## config.mk

```make
export PLATFORM = sky130hd
export DESIGN_NAME = sper_regs
export DESIGN_NICKNAME = d
export VERILOG_FILES = /design/src/common/sper_pkg.sv /design/src/rtl/sper_regs.sv
export SDC_FILE = /design/constraint.sdc
export NUM_CORES = 1
export LEC_CHECK = 0
export BUFFER_PORTS_ARGS = -buffer_cell sky130_fd_sc_hd__buf_2
export CORE_MARGIN = 4
export CORE_UTILIZATION = 45
export DETAILED_ROUTE_END_ITERATION = 8
export PLACE_DENSITY = 0.76
export SLEW_MARGIN = 20
export SYNTH_ARGS = -nofsm -noshare
export SYNTH_HDL_FRONTEND = slang
export SYNTH_SLANG_ARGS = --single-unit
```

## constraint.sdc

```tcl
create_clock -name ref_clk -period 2.8 [get_ports ref_clk]
set_clock_uncertainty 0.1 [all_clocks]
set_input_delay 0.28 -clock ref_clk [delete_from_list [all_inputs] [get_ports ref_clk]]
set_output_delay 0.28 -clock ref_clk [all_outputs]
set_load 0.05 [all_outputs]
```

## src/common/sper_pkg.sv

```systemverilog
// package for the switch port error reporting register bank
package sper_pkg;
   // register byte addresses
   localparam logic [11:0] SPER_PARITY_CTL_ADDR  = 12'h744;
   localparam logic [11:0] SPER_PARITY_RPT_ADDR  = 12'h748;
   localparam logic [11:0] SPER_PARITY_CNT_ADDR  = 12'h74C;
   localparam logic [11:0] SPER_TO_CTL_ADDR      = 12'h750;
   localparam logic [11:0] SPER_TO_STS_ADDR      = 12'h754;
   localparam logic [11:0] SPER_TO_RPT_ADDR      = 12'h758;
   // field widths and reset values
   localparam int          SPER_SEV_W            = 2;
   localparam int          SPER_NQ               = 4;
   localparam logic [1:0]  SPER_PAR_SEV_RST      = 2'h2;
   localparam logic [7:0]  SPER_TO_RPT_RST       = 8'h82;
   localparam logic [7:0]  SPER_CNT_MAX          = 8'hFF;
   localparam logic [7:0]  SPER_CNT_RST          = 8'h00;
   localparam int          SPER_TO_EN_BIT        = 0;
   localparam int          SPER_FLAG_BIT         = 0;
   // bus responses
   localparam logic [1:0]  SPER_RESP_OKAY        = 2'h0;
   localparam logic [1:0]  SPER_RESP_SLVERR      = 2'h2;

   // message severities toward the root
   typedef enum logic [1:0] {
      SPER_SEV_NONE,
      SPER_SEV_COR,
      SPER_SEV_NONFATAL,
      SPER_SEV_FATAL
   } sper_sev_t;

   // one error message request
   typedef struct packed {
      logic       valid;
      sper_sev_t  sev;
   } sper_msg_t;
endpackage

```

## src/rtl/sper_regs.sv

```systemverilog
// switch port error reporting register bank with an AXI4-Lite slave
// Notes on behaviour
// - parity severity 0 none, 1 correctable, 2 nonfatal; resets to 2.
// - parity message only when the parity flag rises from zero to one.
// - eight-bit parity tally counts errors, saturates at 0xFF, resets to zero.
// - reading the parity tally returns its value and clears it.
// - timeout enable bit 0, reset 0, lets stale queued packets be discarded.
// - status bits 0 posted, 1 nonposted set on discard; write one clears.
// - status bits 2 completion, 3 inserted set on discard; write one clears.
// - posted severity bits 1:0, reset 2; none, cor, nonfatal, fatal.
// - nonposted severity bits 3:2, reset 0, same encoding.
// - completion severity bits 5:4, reset 0, same encoding.
// - inserted severity bits 7:6, reset 2, same encoding.
// - each queue message only when its status bit rises.
// - parity flag sets on each parity error; write one clears.
`timescale 1ns/100ps
module sper_regs
   import sper_pkg::*;
(
   input  wire logic              ref_clk,         // core clock, 40 MHz
   input  wire logic              rst_n,           // async reset, active low
   // axi4-lite slave
   input  wire logic [11:0]       s_axi_awaddr,    // write address
   input  wire logic              s_axi_awvalid,   // write address valid
   output logic                   s_axi_awready,   // write address ready
   input  wire logic [31:0]       s_axi_wdata,     // write data
   input  wire logic [3:0]        s_axi_wstrb,     // write strobes
   input  wire logic              s_axi_wvalid,    // write data valid
   output logic                   s_axi_wready,    // write data ready
   output logic [1:0]             s_axi_bresp,     // write response
   output logic                   s_axi_bvalid,    // write response valid
   input  wire logic              s_axi_bready,    // write response ready
   input  wire logic [11:0]       s_axi_araddr,    // read address
   input  wire logic              s_axi_arvalid,   // read address valid
   output logic                   s_axi_arready,   // read address ready
   output logic [31:0]            s_axi_rdata,     // read data
   output logic [1:0]             s_axi_rresp,     // read response
   output logic                   s_axi_rvalid,    // read data valid
   input  wire logic              s_axi_rready,    // read data ready
   // port events
   input  wire logic              parity_err,      // one pulse per parity error
   input  wire logic [SPER_NQ-1:0] queue_discard,  // discard pulses p, np, cpl, ins
   output logic                   timeout_enable_bit, // lets queues discard stale packets
   // messages toward the root
   output sper_msg_t              parity_msg,      // parity error message, pulse
   output sper_msg_t              timeout_msg,     // queue timeout message, pulse
   output logic [SPER_NQ-1:0]     timeout_msg_src  // queues behind timeout_msg
);

   // write channel state
   logic              aw_have_q, aw_have_d;
   logic              w_have_q, w_have_d;
   logic [11:0]       aw_addr_q, aw_addr_d;
   logic [31:0]       w_data_q, w_data_d;
   logic [3:0]        w_strb_q, w_strb_d;
   logic              bvalid_q, bvalid_d;
   logic [1:0]        bresp_q, bresp_d;
   // read channel state
   logic              rvalid_q, rvalid_d;
   logic [31:0]       rdata_q, rdata_d;
   logic [1:0]        rresp_q, rresp_d;
   // register state
   sper_sev_t         par_sev_q, par_sev_d;
   logic [7:0]        parity_error_tally_q, parity_error_tally_d;
   logic              parity_error_flag_q, parity_error_flag_d;
   logic              to_en_q, to_en_d;
   logic [SPER_NQ-1:0] to_sts_q, to_sts_d;
   logic [7:0]        to_rpt_q, to_rpt_d;
   sper_msg_t         parity_msg_q, parity_msg_d;
   sper_msg_t         timeout_msg_q, timeout_msg_d;
   logic [SPER_NQ-1:0] msg_src_q, msg_src_d;

   logic              wr_fire, rd_fire;
   logic [SPER_NQ-1:0] to_rise;
   sper_sev_t         worst;

   // handshakes: take address and data separately, answer once both held
   assign s_axi_awready = !aw_have_q && !bvalid_q;
   assign s_axi_wready  = !w_have_q && !bvalid_q;
   assign s_axi_arready = !rvalid_q;
   assign wr_fire       = aw_have_q && w_have_q && !bvalid_q;
   assign rd_fire       = s_axi_arvalid && s_axi_arready;

   // next state for bus and registers
   always_comb
   begin
      aw_have_d            = aw_have_q;
      w_have_d             = w_have_q;
      aw_addr_d            = aw_addr_q;
      w_data_d             = w_data_q;
      w_strb_d             = w_strb_q;
      bvalid_d             = bvalid_q;
      bresp_d              = bresp_q;
      rvalid_d             = rvalid_q;
      rdata_d              = rdata_q;
      rresp_d              = rresp_q;
      par_sev_d            = par_sev_q;
      parity_error_tally_d = parity_error_tally_q;
      parity_error_flag_d  = parity_error_flag_q;
      to_en_d              = to_en_q;
      to_sts_d             = to_sts_q;
      to_rpt_d             = to_rpt_q;
      if (s_axi_awvalid && s_axi_awready)
      begin
         aw_have_d = 1'b1;
         aw_addr_d = s_axi_awaddr;
      end
      if (s_axi_wvalid && s_axi_wready)
      begin
         w_have_d = 1'b1;
         w_data_d = s_axi_wdata;
         w_strb_d = s_axi_wstrb;
      end
      if (bvalid_q && s_axi_bready)
         bvalid_d = 1'b0;
      if (rvalid_q && s_axi_rready)
         rvalid_d = 1'b0;
      // register writes, low byte lane carries every field
      if (wr_fire)
      begin
         aw_have_d = 1'b0;
         w_have_d  = 1'b0;
         bvalid_d  = 1'b1;
         bresp_d   = SPER_RESP_OKAY;
         case ({aw_addr_q[11:2], 2'b00})
            SPER_PARITY_CTL_ADDR:
               if (w_strb_q[0] && w_data_q[SPER_FLAG_BIT])
                  parity_error_flag_d = 1'b0;
            SPER_PARITY_RPT_ADDR:
               if (w_strb_q[0])
                  par_sev_d = sper_sev_t'(w_data_q[1:0]);
            SPER_PARITY_CNT_ADDR: ;
            SPER_TO_CTL_ADDR:
               if (w_strb_q[0])
                  to_en_d = w_data_q[SPER_TO_EN_BIT];
            SPER_TO_STS_ADDR:
               if (w_strb_q[0])
                  to_sts_d = to_sts_q & ~w_data_q[SPER_NQ-1:0];
            SPER_TO_RPT_ADDR:
               if (w_strb_q[0])
                  to_rpt_d = w_data_q[7:0];
            default:
               bresp_d = SPER_RESP_SLVERR;
         endcase
      end
      // register reads
      if (rd_fire)
      begin
         rvalid_d = 1'b1;
         rresp_d  = SPER_RESP_OKAY;
         rdata_d  = 32'h0000_0000;
         case ({s_axi_araddr[11:2], 2'b00})
            SPER_PARITY_CTL_ADDR: rdata_d[SPER_FLAG_BIT] = parity_error_flag_q;
            SPER_PARITY_RPT_ADDR: rdata_d[1:0] = par_sev_q;
            SPER_PARITY_CNT_ADDR:
            begin
               rdata_d[7:0]         = parity_error_tally_q;
               parity_error_tally_d = SPER_CNT_RST;
            end
            SPER_TO_CTL_ADDR:     rdata_d[SPER_TO_EN_BIT] = to_en_q;
            SPER_TO_STS_ADDR:     rdata_d[SPER_NQ-1:0] = to_sts_q;
            SPER_TO_RPT_ADDR:     rdata_d[7:0] = to_rpt_q;
            default:              rresp_d = SPER_RESP_SLVERR;
         endcase
      end
      // hardware events win over software clears
      if (parity_err)
      begin
         parity_error_flag_d = 1'b1;
         // an error that meets the clearing read is the first of the new count
         if (rd_fire && s_axi_araddr[11:2] == SPER_PARITY_CNT_ADDR[11:2])
            parity_error_tally_d = 8'h01;
         else if (parity_error_tally_q != SPER_CNT_MAX)
            parity_error_tally_d = parity_error_tally_q + 8'h01;
      end
      to_sts_d = to_sts_d | queue_discard;
   end

   // rising status bits and parity message choice
   assign to_rise = to_sts_d & ~to_sts_q;

   always_comb
   begin
      parity_msg_d       = '0;
      timeout_msg_d      = '0;
      msg_src_d          = '0;
      worst              = SPER_SEV_NONE;
      if (parity_error_flag_d && !parity_error_flag_q)
      begin
         case (par_sev_q)
            SPER_SEV_COR:      parity_msg_d = '{valid: 1'b1, sev: SPER_SEV_COR};
            SPER_SEV_NONFATAL: parity_msg_d = '{valid: 1'b1, sev: SPER_SEV_NONFATAL};
            default:           parity_msg_d = '0;
         endcase
      end
      // one message per cycle at the most severe level of the risen queues
      for (int i = 0; i < SPER_NQ; i++)
      begin
         if (to_rise[i] && to_rpt_q[2*i +: 2] != 2'(SPER_SEV_NONE))
         begin
            msg_src_d[i] = 1'b1;
            if (to_rpt_q[2*i +: 2] > 2'(worst))
               worst = sper_sev_t'(to_rpt_q[2*i +: 2]);
         end
      end
      if (worst != SPER_SEV_NONE)
         timeout_msg_d = '{valid: 1'b1, sev: worst};
   end

   // register all state
   always_ff @(posedge ref_clk or negedge rst_n)
   begin
      if (!rst_n)
      begin
         aw_have_q            <= 1'b0;
         w_have_q             <= 1'b0;
         aw_addr_q            <= 12'h000;
         w_data_q             <= 32'h0000_0000;
         w_strb_q             <= 4'h0;
         bvalid_q             <= 1'b0;
         bresp_q              <= SPER_RESP_OKAY;
         rvalid_q             <= 1'b0;
         rdata_q              <= 32'h0000_0000;
         rresp_q              <= SPER_RESP_OKAY;
         par_sev_q            <= sper_sev_t'(SPER_PAR_SEV_RST);
         parity_error_tally_q <= SPER_CNT_RST;
         parity_error_flag_q  <= 1'b0;
         to_en_q              <= 1'b0;
         to_sts_q             <= '0;
         to_rpt_q             <= SPER_TO_RPT_RST;
         parity_msg_q         <= '0;
         timeout_msg_q        <= '0;
         msg_src_q            <= '0;
      end
      else
      begin
         aw_have_q            <= aw_have_d;
         w_have_q             <= w_have_d;
         aw_addr_q            <= aw_addr_d;
         w_data_q             <= w_data_d;
         w_strb_q             <= w_strb_d;
         bvalid_q             <= bvalid_d;
         bresp_q              <= bresp_d;
         rvalid_q             <= rvalid_d;
         rdata_q              <= rdata_d;
         rresp_q              <= rresp_d;
         par_sev_q            <= par_sev_d;
         parity_error_tally_q <= parity_error_tally_d;
         parity_error_flag_q  <= parity_error_flag_d;
         to_en_q              <= to_en_d;
         to_sts_q             <= to_sts_d;
         to_rpt_q             <= to_rpt_d;
         parity_msg_q         <= parity_msg_d;
         timeout_msg_q        <= timeout_msg_d;
         msg_src_q            <= msg_src_d;
      end
   end

   // outputs
   assign s_axi_bvalid       = bvalid_q;
   assign s_axi_bresp        = bresp_q;
   assign s_axi_rvalid       = rvalid_q;
   assign s_axi_rdata        = rdata_q;
   assign s_axi_rresp        = rresp_q;
   assign timeout_enable_bit = to_en_q;
   assign parity_msg         = parity_msg_q;
   assign timeout_msg        = timeout_msg_q;
   assign timeout_msg_src    = msg_src_q;

   // checks on counter, flags and messages
   property p_cnt_sat;
      @(posedge ref_clk) disable iff (!rst_n)
      (parity_error_tally_q == SPER_CNT_MAX && !rd_fire) |=> parity_error_tally_q == SPER_CNT_MAX;
   endproperty
   a_cnt_sat: assert property (p_cnt_sat) else $error("tally left saturation");

   property p_cnt_inc;
      @(posedge ref_clk) disable iff (!rst_n)
      (parity_err && !rd_fire && parity_error_tally_q != SPER_CNT_MAX)
      |=> parity_error_tally_q == $past(parity_error_tally_q) + 8'h01;
   endproperty
   a_cnt_inc: assert property (p_cnt_inc) else $error("tally did not count");

   property p_cnt_rc;
      @(posedge ref_clk) disable iff (!rst_n)
      (rd_fire && s_axi_araddr == SPER_PARITY_CNT_ADDR && !parity_err)
      |=> parity_error_tally_q == 8'h00 && rdata_q[7:0] == $past(parity_error_tally_q);
   endproperty
   a_cnt_rc: assert property (p_cnt_rc) else $error("tally read did not clear");

   property p_cnt_both;
      @(posedge ref_clk) disable iff (!rst_n)
      (rd_fire && {s_axi_araddr[11:2], 2'b00} == SPER_PARITY_CNT_ADDR && parity_err)
      |=> parity_error_tally_q == 8'h01;
   endproperty
   a_cnt_both: assert property (p_cnt_both) else $error("tally lost error during read");

   property p_par_msg;
      @(posedge ref_clk) disable iff (!rst_n)
      $rose(parity_error_flag_q) |-> parity_msg_q.valid == ($past(par_sev_q) inside
         {SPER_SEV_COR, SPER_SEV_NONFATAL});
   endproperty
   a_par_msg: assert property (p_par_msg) else $error("parity message mismatch");

   property p_par_once;
      @(posedge ref_clk) disable iff (!rst_n)
      parity_msg_q.valid |-> $rose(parity_error_flag_q) && parity_msg_q.sev != SPER_SEV_FATAL;
   endproperty
   a_par_once: assert property (p_par_once) else $error("parity message without rise");

   property p_flag_set;
      @(posedge ref_clk) disable iff (!rst_n)
      parity_err |=> parity_error_flag_q;
   endproperty
   a_flag_set: assert property (p_flag_set) else $error("parity flag not set");

   property p_sts_set;
      @(posedge ref_clk) disable iff (!rst_n)
      queue_discard[0] |=> to_sts_q[0];
   endproperty
   a_sts_set: assert property (p_sts_set) else $error("posted status not set");

   property p_sts_ins;
      @(posedge ref_clk) disable iff (!rst_n)
      queue_discard[3] |=> to_sts_q[3];
   endproperty
   a_sts_ins: assert property (p_sts_ins) else $error("inserted status not set");

   property p_to_msg;
      @(posedge ref_clk) disable iff (!rst_n)
      timeout_msg_q.valid |-> (timeout_msg_src & ~$past(to_sts_q)) == timeout_msg_src
         && timeout_msg_src != '0;
   endproperty
   a_to_msg: assert property (p_to_msg) else $error("timeout message without rise");

   property p_en;
      @(posedge ref_clk) disable iff (!rst_n)
      (wr_fire && {aw_addr_q[11:2], 2'b00} == SPER_TO_CTL_ADDR && w_strb_q[0])
      |=> timeout_enable_bit == $past(w_data_q[SPER_TO_EN_BIT]);
   endproperty
   a_en: assert property (p_en) else $error("enable output diverged");

endmodule // sper_regs

```

# Word level (Yosys, flattened, before mapping)
# Index checks and enable logic that the tools add are counted.
[classes]
n_addsub = 1
n_mul = 0
div = 0
n_lt_le_gt_ge = 4
n_eq_ne = 15
n_shift = 0
muxes = 41
bitwise_logic = 5
n_reduce_logical = 35
[op_table]
columns = ["cell", "n"]
rows = [
  ["$eq 10x9->1 const B", 12],
  ["$mux 8", 5],
  ["$mux 2", 10],
  ["$reduce_bool 2->1", 9],
  ["$logic_and 1x1->1", 16],
  ["$mux 1", 16],
  ["$mux 4", 3],
  ["$reduce_or 6->1", 2],
  ["$reduce_and 3->1", 3],
  ["$add 8x1->8 const B", 1],
  ["$and 4x4->4", 2],
  ["$ne 8x8->1 const B", 1],
  ["$not 4->4", 2],
  ["$pmux 4 s2", 1],
  ["$gt 2x2->1", 3],
  ["$mux 3", 2],
  ["$pmux 1 s6", 1],
  ["$pmux 2 s3", 1],
  ["$pmux 3 s2", 1],
  ["$logic_not 1->1", 5],
  ["$or 4x4->4", 1],
  ["$pmux 1 s4", 1],
  ["$eq 2x1->1 const B", 1],
  ["$eq 2x2->1 const B", 1],
  ["$gt 2x1->1 const B", 1],
]
[totals]
regBits = 71
latchBits = 0
mem_bits_rw = 0
rom_bits = 0
inputBits = 72
output_inout_bits = 52
elab_cells = 122
memories = 0

# Depth between registers and ports, before layout
[logic_depth]
depth_word = 20
ltp_mapped = 18

# Worst setup path before layout
# No wires, ideal clock.
[synth_path]
path_kind = "register to register"
start = "reg to_sts_q[0]"
end = "reg timeout_msg_q (netlist bit timeout_msg[2])"
setup_ns = 0.124
t_arrival_ns = 2.785
slack_ns = -0.210
stages_incl_launch_ff = 18
n_path_buf = 0
period_less_slack_ns = 3.010
cell_sequence = "dfrtp_1 -> nor2b_1 -> nand2_1 -> ha_1 -> o21bai_1 -> o2111a_1 -> o21ai_1 -> ha_1 -> nand2b_1 -> nand4b_1 -> o211a_1 -> nor2_1 -> ha_1 -> inv_1 -> o22ai_1 -> o22ai_1 -> o32ai_1 -> or2_1"
[synth_lines]
columns = ["item", "line", "rtl"]
rows = [
  ["start, declared", "sper_regs.sv:67", "logic [SPER_NQ-1:0] to_sts_q, to_sts_d;"],
  ["start signal, assigned", "sper_regs.sv:251", "to_sts_q <= to_sts_d;"],
  ["end signal, assigned", "sper_regs.sv:254", "timeout_msg_q <= timeout_msg_d;"],
  ["end, declared", "sper_regs.sv:70", "sper_msg_t timeout_msg_q, timeout_msg_d;"],
]

==> reports/metrics.csv <==
metric,value,unit
worst-margin pin slew,0.8235,ns
Iteration-0 DRC Markers,159,
post-synthesis mux area share,12.16,%
Tmin final,3.130,ns
Synth Area in Compound Gates,10.40,%
largest net degree at the start of global routing,68,
relative max-transition margin,45.10,%
post-synthesis instance total,317,
part of the power in registers,48.6,%
Setup Crit Path Kind,reg -> reg,
Leakage,2.096,nW
clock latency on the worst-skew pair,0.35,ns
final core utilization,57.00,%
Yosys top cell area share,45.76,%
WL final,7.272,mm
dpl cells,493,
power share of the combinational group,28.1,%
root buf cell,clkbuf_8,
Final TNS setup,-0.6055,ns
max_cap viols,0,
CP Data Required Time,2.94,ns
power consumption,0.002960,W
area grow syn2layout,20.67,%
die span in x,96.19,µm
DRC errors left,0,
port buffer count,66,
crit-path cells,nor2b_4 > nand2_2 > ha_4 > nand2b_4 > o2111a_1 > o21ai_1 > ha_1 > nand2b_1 > nand4b_1 > o211a_1 > nor2_1 > ha_1 > inv_1 > o22ai_2 > o22ai_2 > o32ai_2 > or2_1,
post-synthesis cell type with the largest combined area,dfrtp_1,
Adder-Cell Fraction of Synth Area,4.290,%
Cell Pwr Density,701.1,nW/µm²
Switching Fraction,37.02,%
dpl hpwl,5.426,mm
Synth area leaders,"dfrtp_1, buf_4, mux2_1, ha_1, mux2_4",
core area,7408,µm²
Die ar.,9252,µm²
most frequent cell after synthesis,dfrtp_1,
setup ws final,-0.3296,ns
YS warnings,0,
Final Setup Violations,2,
CTS tree,built,
status,"finished, violations left",
final non-filler cell total,512,
RSZ-0062 raised after global routing,true,
Worst-path clk slew,0.07,ns
failing checks,negative setup slack,
Num CTS Buffers,9,
grt ovf,0,
simple-gate share of the synthesized area,16.09,%
highest clock rate,319.5,MHz
Slowest cell on crit path,dfrtp_1,
vias in the first global route,2557,
Row Count,31,
Ports,124,
Worst Setup End Kind,flip-flop,
switching power,0.001096,W
cell internal pwr,0.001864,W
Vias/cell,4.975,
CTS sink cnt,67,
share of layout cells above drive strength 1,33.90,%
Final period util,111.8,%
Mapped Area,3500,µm²
critical path startpoint category,flip-flop,
Die Span Y,96.19,µm
syn_area_per_cell,11.04,µm²
main combinational cell family by area after synthesis,simple AND/OR/NAND/NOR gates,
final net count,493,
post-route ant nets,0,
ant diodes,0,
post-synthesis sequential area ratio,48.02,%
Hold Path Class,in -> async,
Avg WL per Cell,14.20,µm
first-pass GRT wire length,11.81,mm
Final Max Tran Viols,0,
gpl congestion,0.7682,
fraction of registers with async set/reset,100.0,%
Peak VDD IR,590.4,µV
Post-synth EDFFs,0,
Cell variety after synth,60,
H-tree level count,3,
final hold violation count,0,
Vias,2547,
Initial Util,47.24,%
CP max FO,3,
FILL cells,650,
drt first pass iters,4,
Worst Path Arrival,3.27,ns
xor/xnor cell area share of the yosys netlist,0.5005,%
initial antenna violation count,0,
maximum clock insertion buffer count,2,
Seq cells post-synth,67,
Main synth FF type,dfrtp_1,
DP Worst Slack,-0.3920,ns
clock network fraction of total power,23.3,%
total track usage,16.86,%
synth cell count leaders,"dfrtp_1, nor2_1, buf_4, inv_1, mux2_1",
CP max stage delay,0.41,ns
[cells in the final DEF (no fill, tap or decap), drive strengths merged, types with 3 or more instances in the layout]
master	synthesis	routed
clkbuf	5	12
nand2b	3	3
nor2	29	29
a31oi	9	9
and3	6	6
o21bai	3	3
ha	12	12
nor2b	7	7
nor3b	5	5
inv	19	19
nand2	11	11
buf	28	87
conb	1	26
mux2	33	33
nand3	11	11
a22oi	6	6
nor3	4	4
and4b	3	3
nand4	4	4
clkinv	0	3
dfstp	3	3
a21oi	10	10
dfrtp	64	64
o21ai	9	9
and3b	3	3
[metrics by stage]
step	hold slack [ns]	cell area, µm²
finish	0.01099	4223
detailed placement	0.3664	3984
floorplan	-0.1156	3611
global placement	0.3565	3984
global route	0.02594	4223
CTS	0.02957	4199
[power by group through the flow]
stage          Sequential [W]  Clock, W  Combinational (W)
3_5_place_dp          0.00146         0           0.000834
2_1_floorplan         0.00150         0           0.000587
6_report              0.00144  0.000689           0.000832
5_1_grt               0.00148  0.000753           0.000917
4_1_cts               0.00144  0.000705           0.000842
3_3_place_gp          0.00144         0           0.000810
[cells by family (layout without fill, tap and decap cells)]
logic type,count (synthesis),in the layout
and+or+nand+nor,95,95
other,1,26
buffers and inverters,52,123
muxes,35,35
xor gates and xnor gates,2,2
AOI/OAI and AO/OA,53,53
DFF,67,67
adders and majority gates,12,12
[layer usage]
| metal | up-vias | GRT usage [%] | wire length (µm) |
|---|---|---|---|
| met5 | - | 0 | 0 |
| met4 | 0 | 9.005 | 200 |
| met3 | 14 | 4.926 | 516 |
| met2 | 73 | 27.72 | 3556 |
| met1 | 1211 | 19.76 | 2999 |
| li1 | 1249 | - | - |
[state kept, by name (all words and copies together) (netlist names), 3 cells and up]
signal                count
aw_addr_q                10
parity_error_tally_q      8
parity_msg                3
s_axi_rdata               8
timeout_msg               3
timeout_msg_src           4
to_rpt_q                  8
to_sts_q                  4
w_data_q                  8
[cell type report]
type,instances,area [µm²],area share (%)
clock buffer,12,145.1,3.437
clock inverter,3,15.01,0.3556
inverter,19,71.32,1.689
multi-input combinational,223,1679,39.76
sequential,67,1680,39.79
tap,99,123.9,2.933
timing repair buffer,89,508.0,12.03
[final timing paths]
path                                      start                 endpoint  slack [ns]  cells past startpoint
worst max register to register      to_sts_q[0]           timeout_msg[2]       -0.33                     17
worst min register to register    aw_addr_q[10]            aw_addr_q[10]        0.38                      1
worst min-delay path                      rst_n  parity_error_tally_q[5]        0.01                      2
worst max-delay path                to_sts_q[0]           timeout_msg[2]       -0.33                     17
max in group asynchronous                 rst_n              w_data_q[6]        2.05                      2
min in group ref_clk            s_axi_awaddr[6]             aw_addr_q[6]        0.04                      2
[critical path: cells and delay by family (launching register included)]
family                     cells  cell delay [ns]
and+or+nand+nor                7             0.88
DFF                            1             0.41
buffers and inverters          1             0.07
adders and majority gates      3             0.79
AOI/OAI and AO/OA              6             0.75
[timing repair]
item | in CTS | in global routing
resized for setup | 3 | 3
pin swaps | 2 | 6
setup buffers | 2 | 0
endpoints found under the setup margin | 2 | 2
endpoints found under the hold margin | 2 | 0
hold buffers | 2 | 0
(Power assumes the default switching activity.)
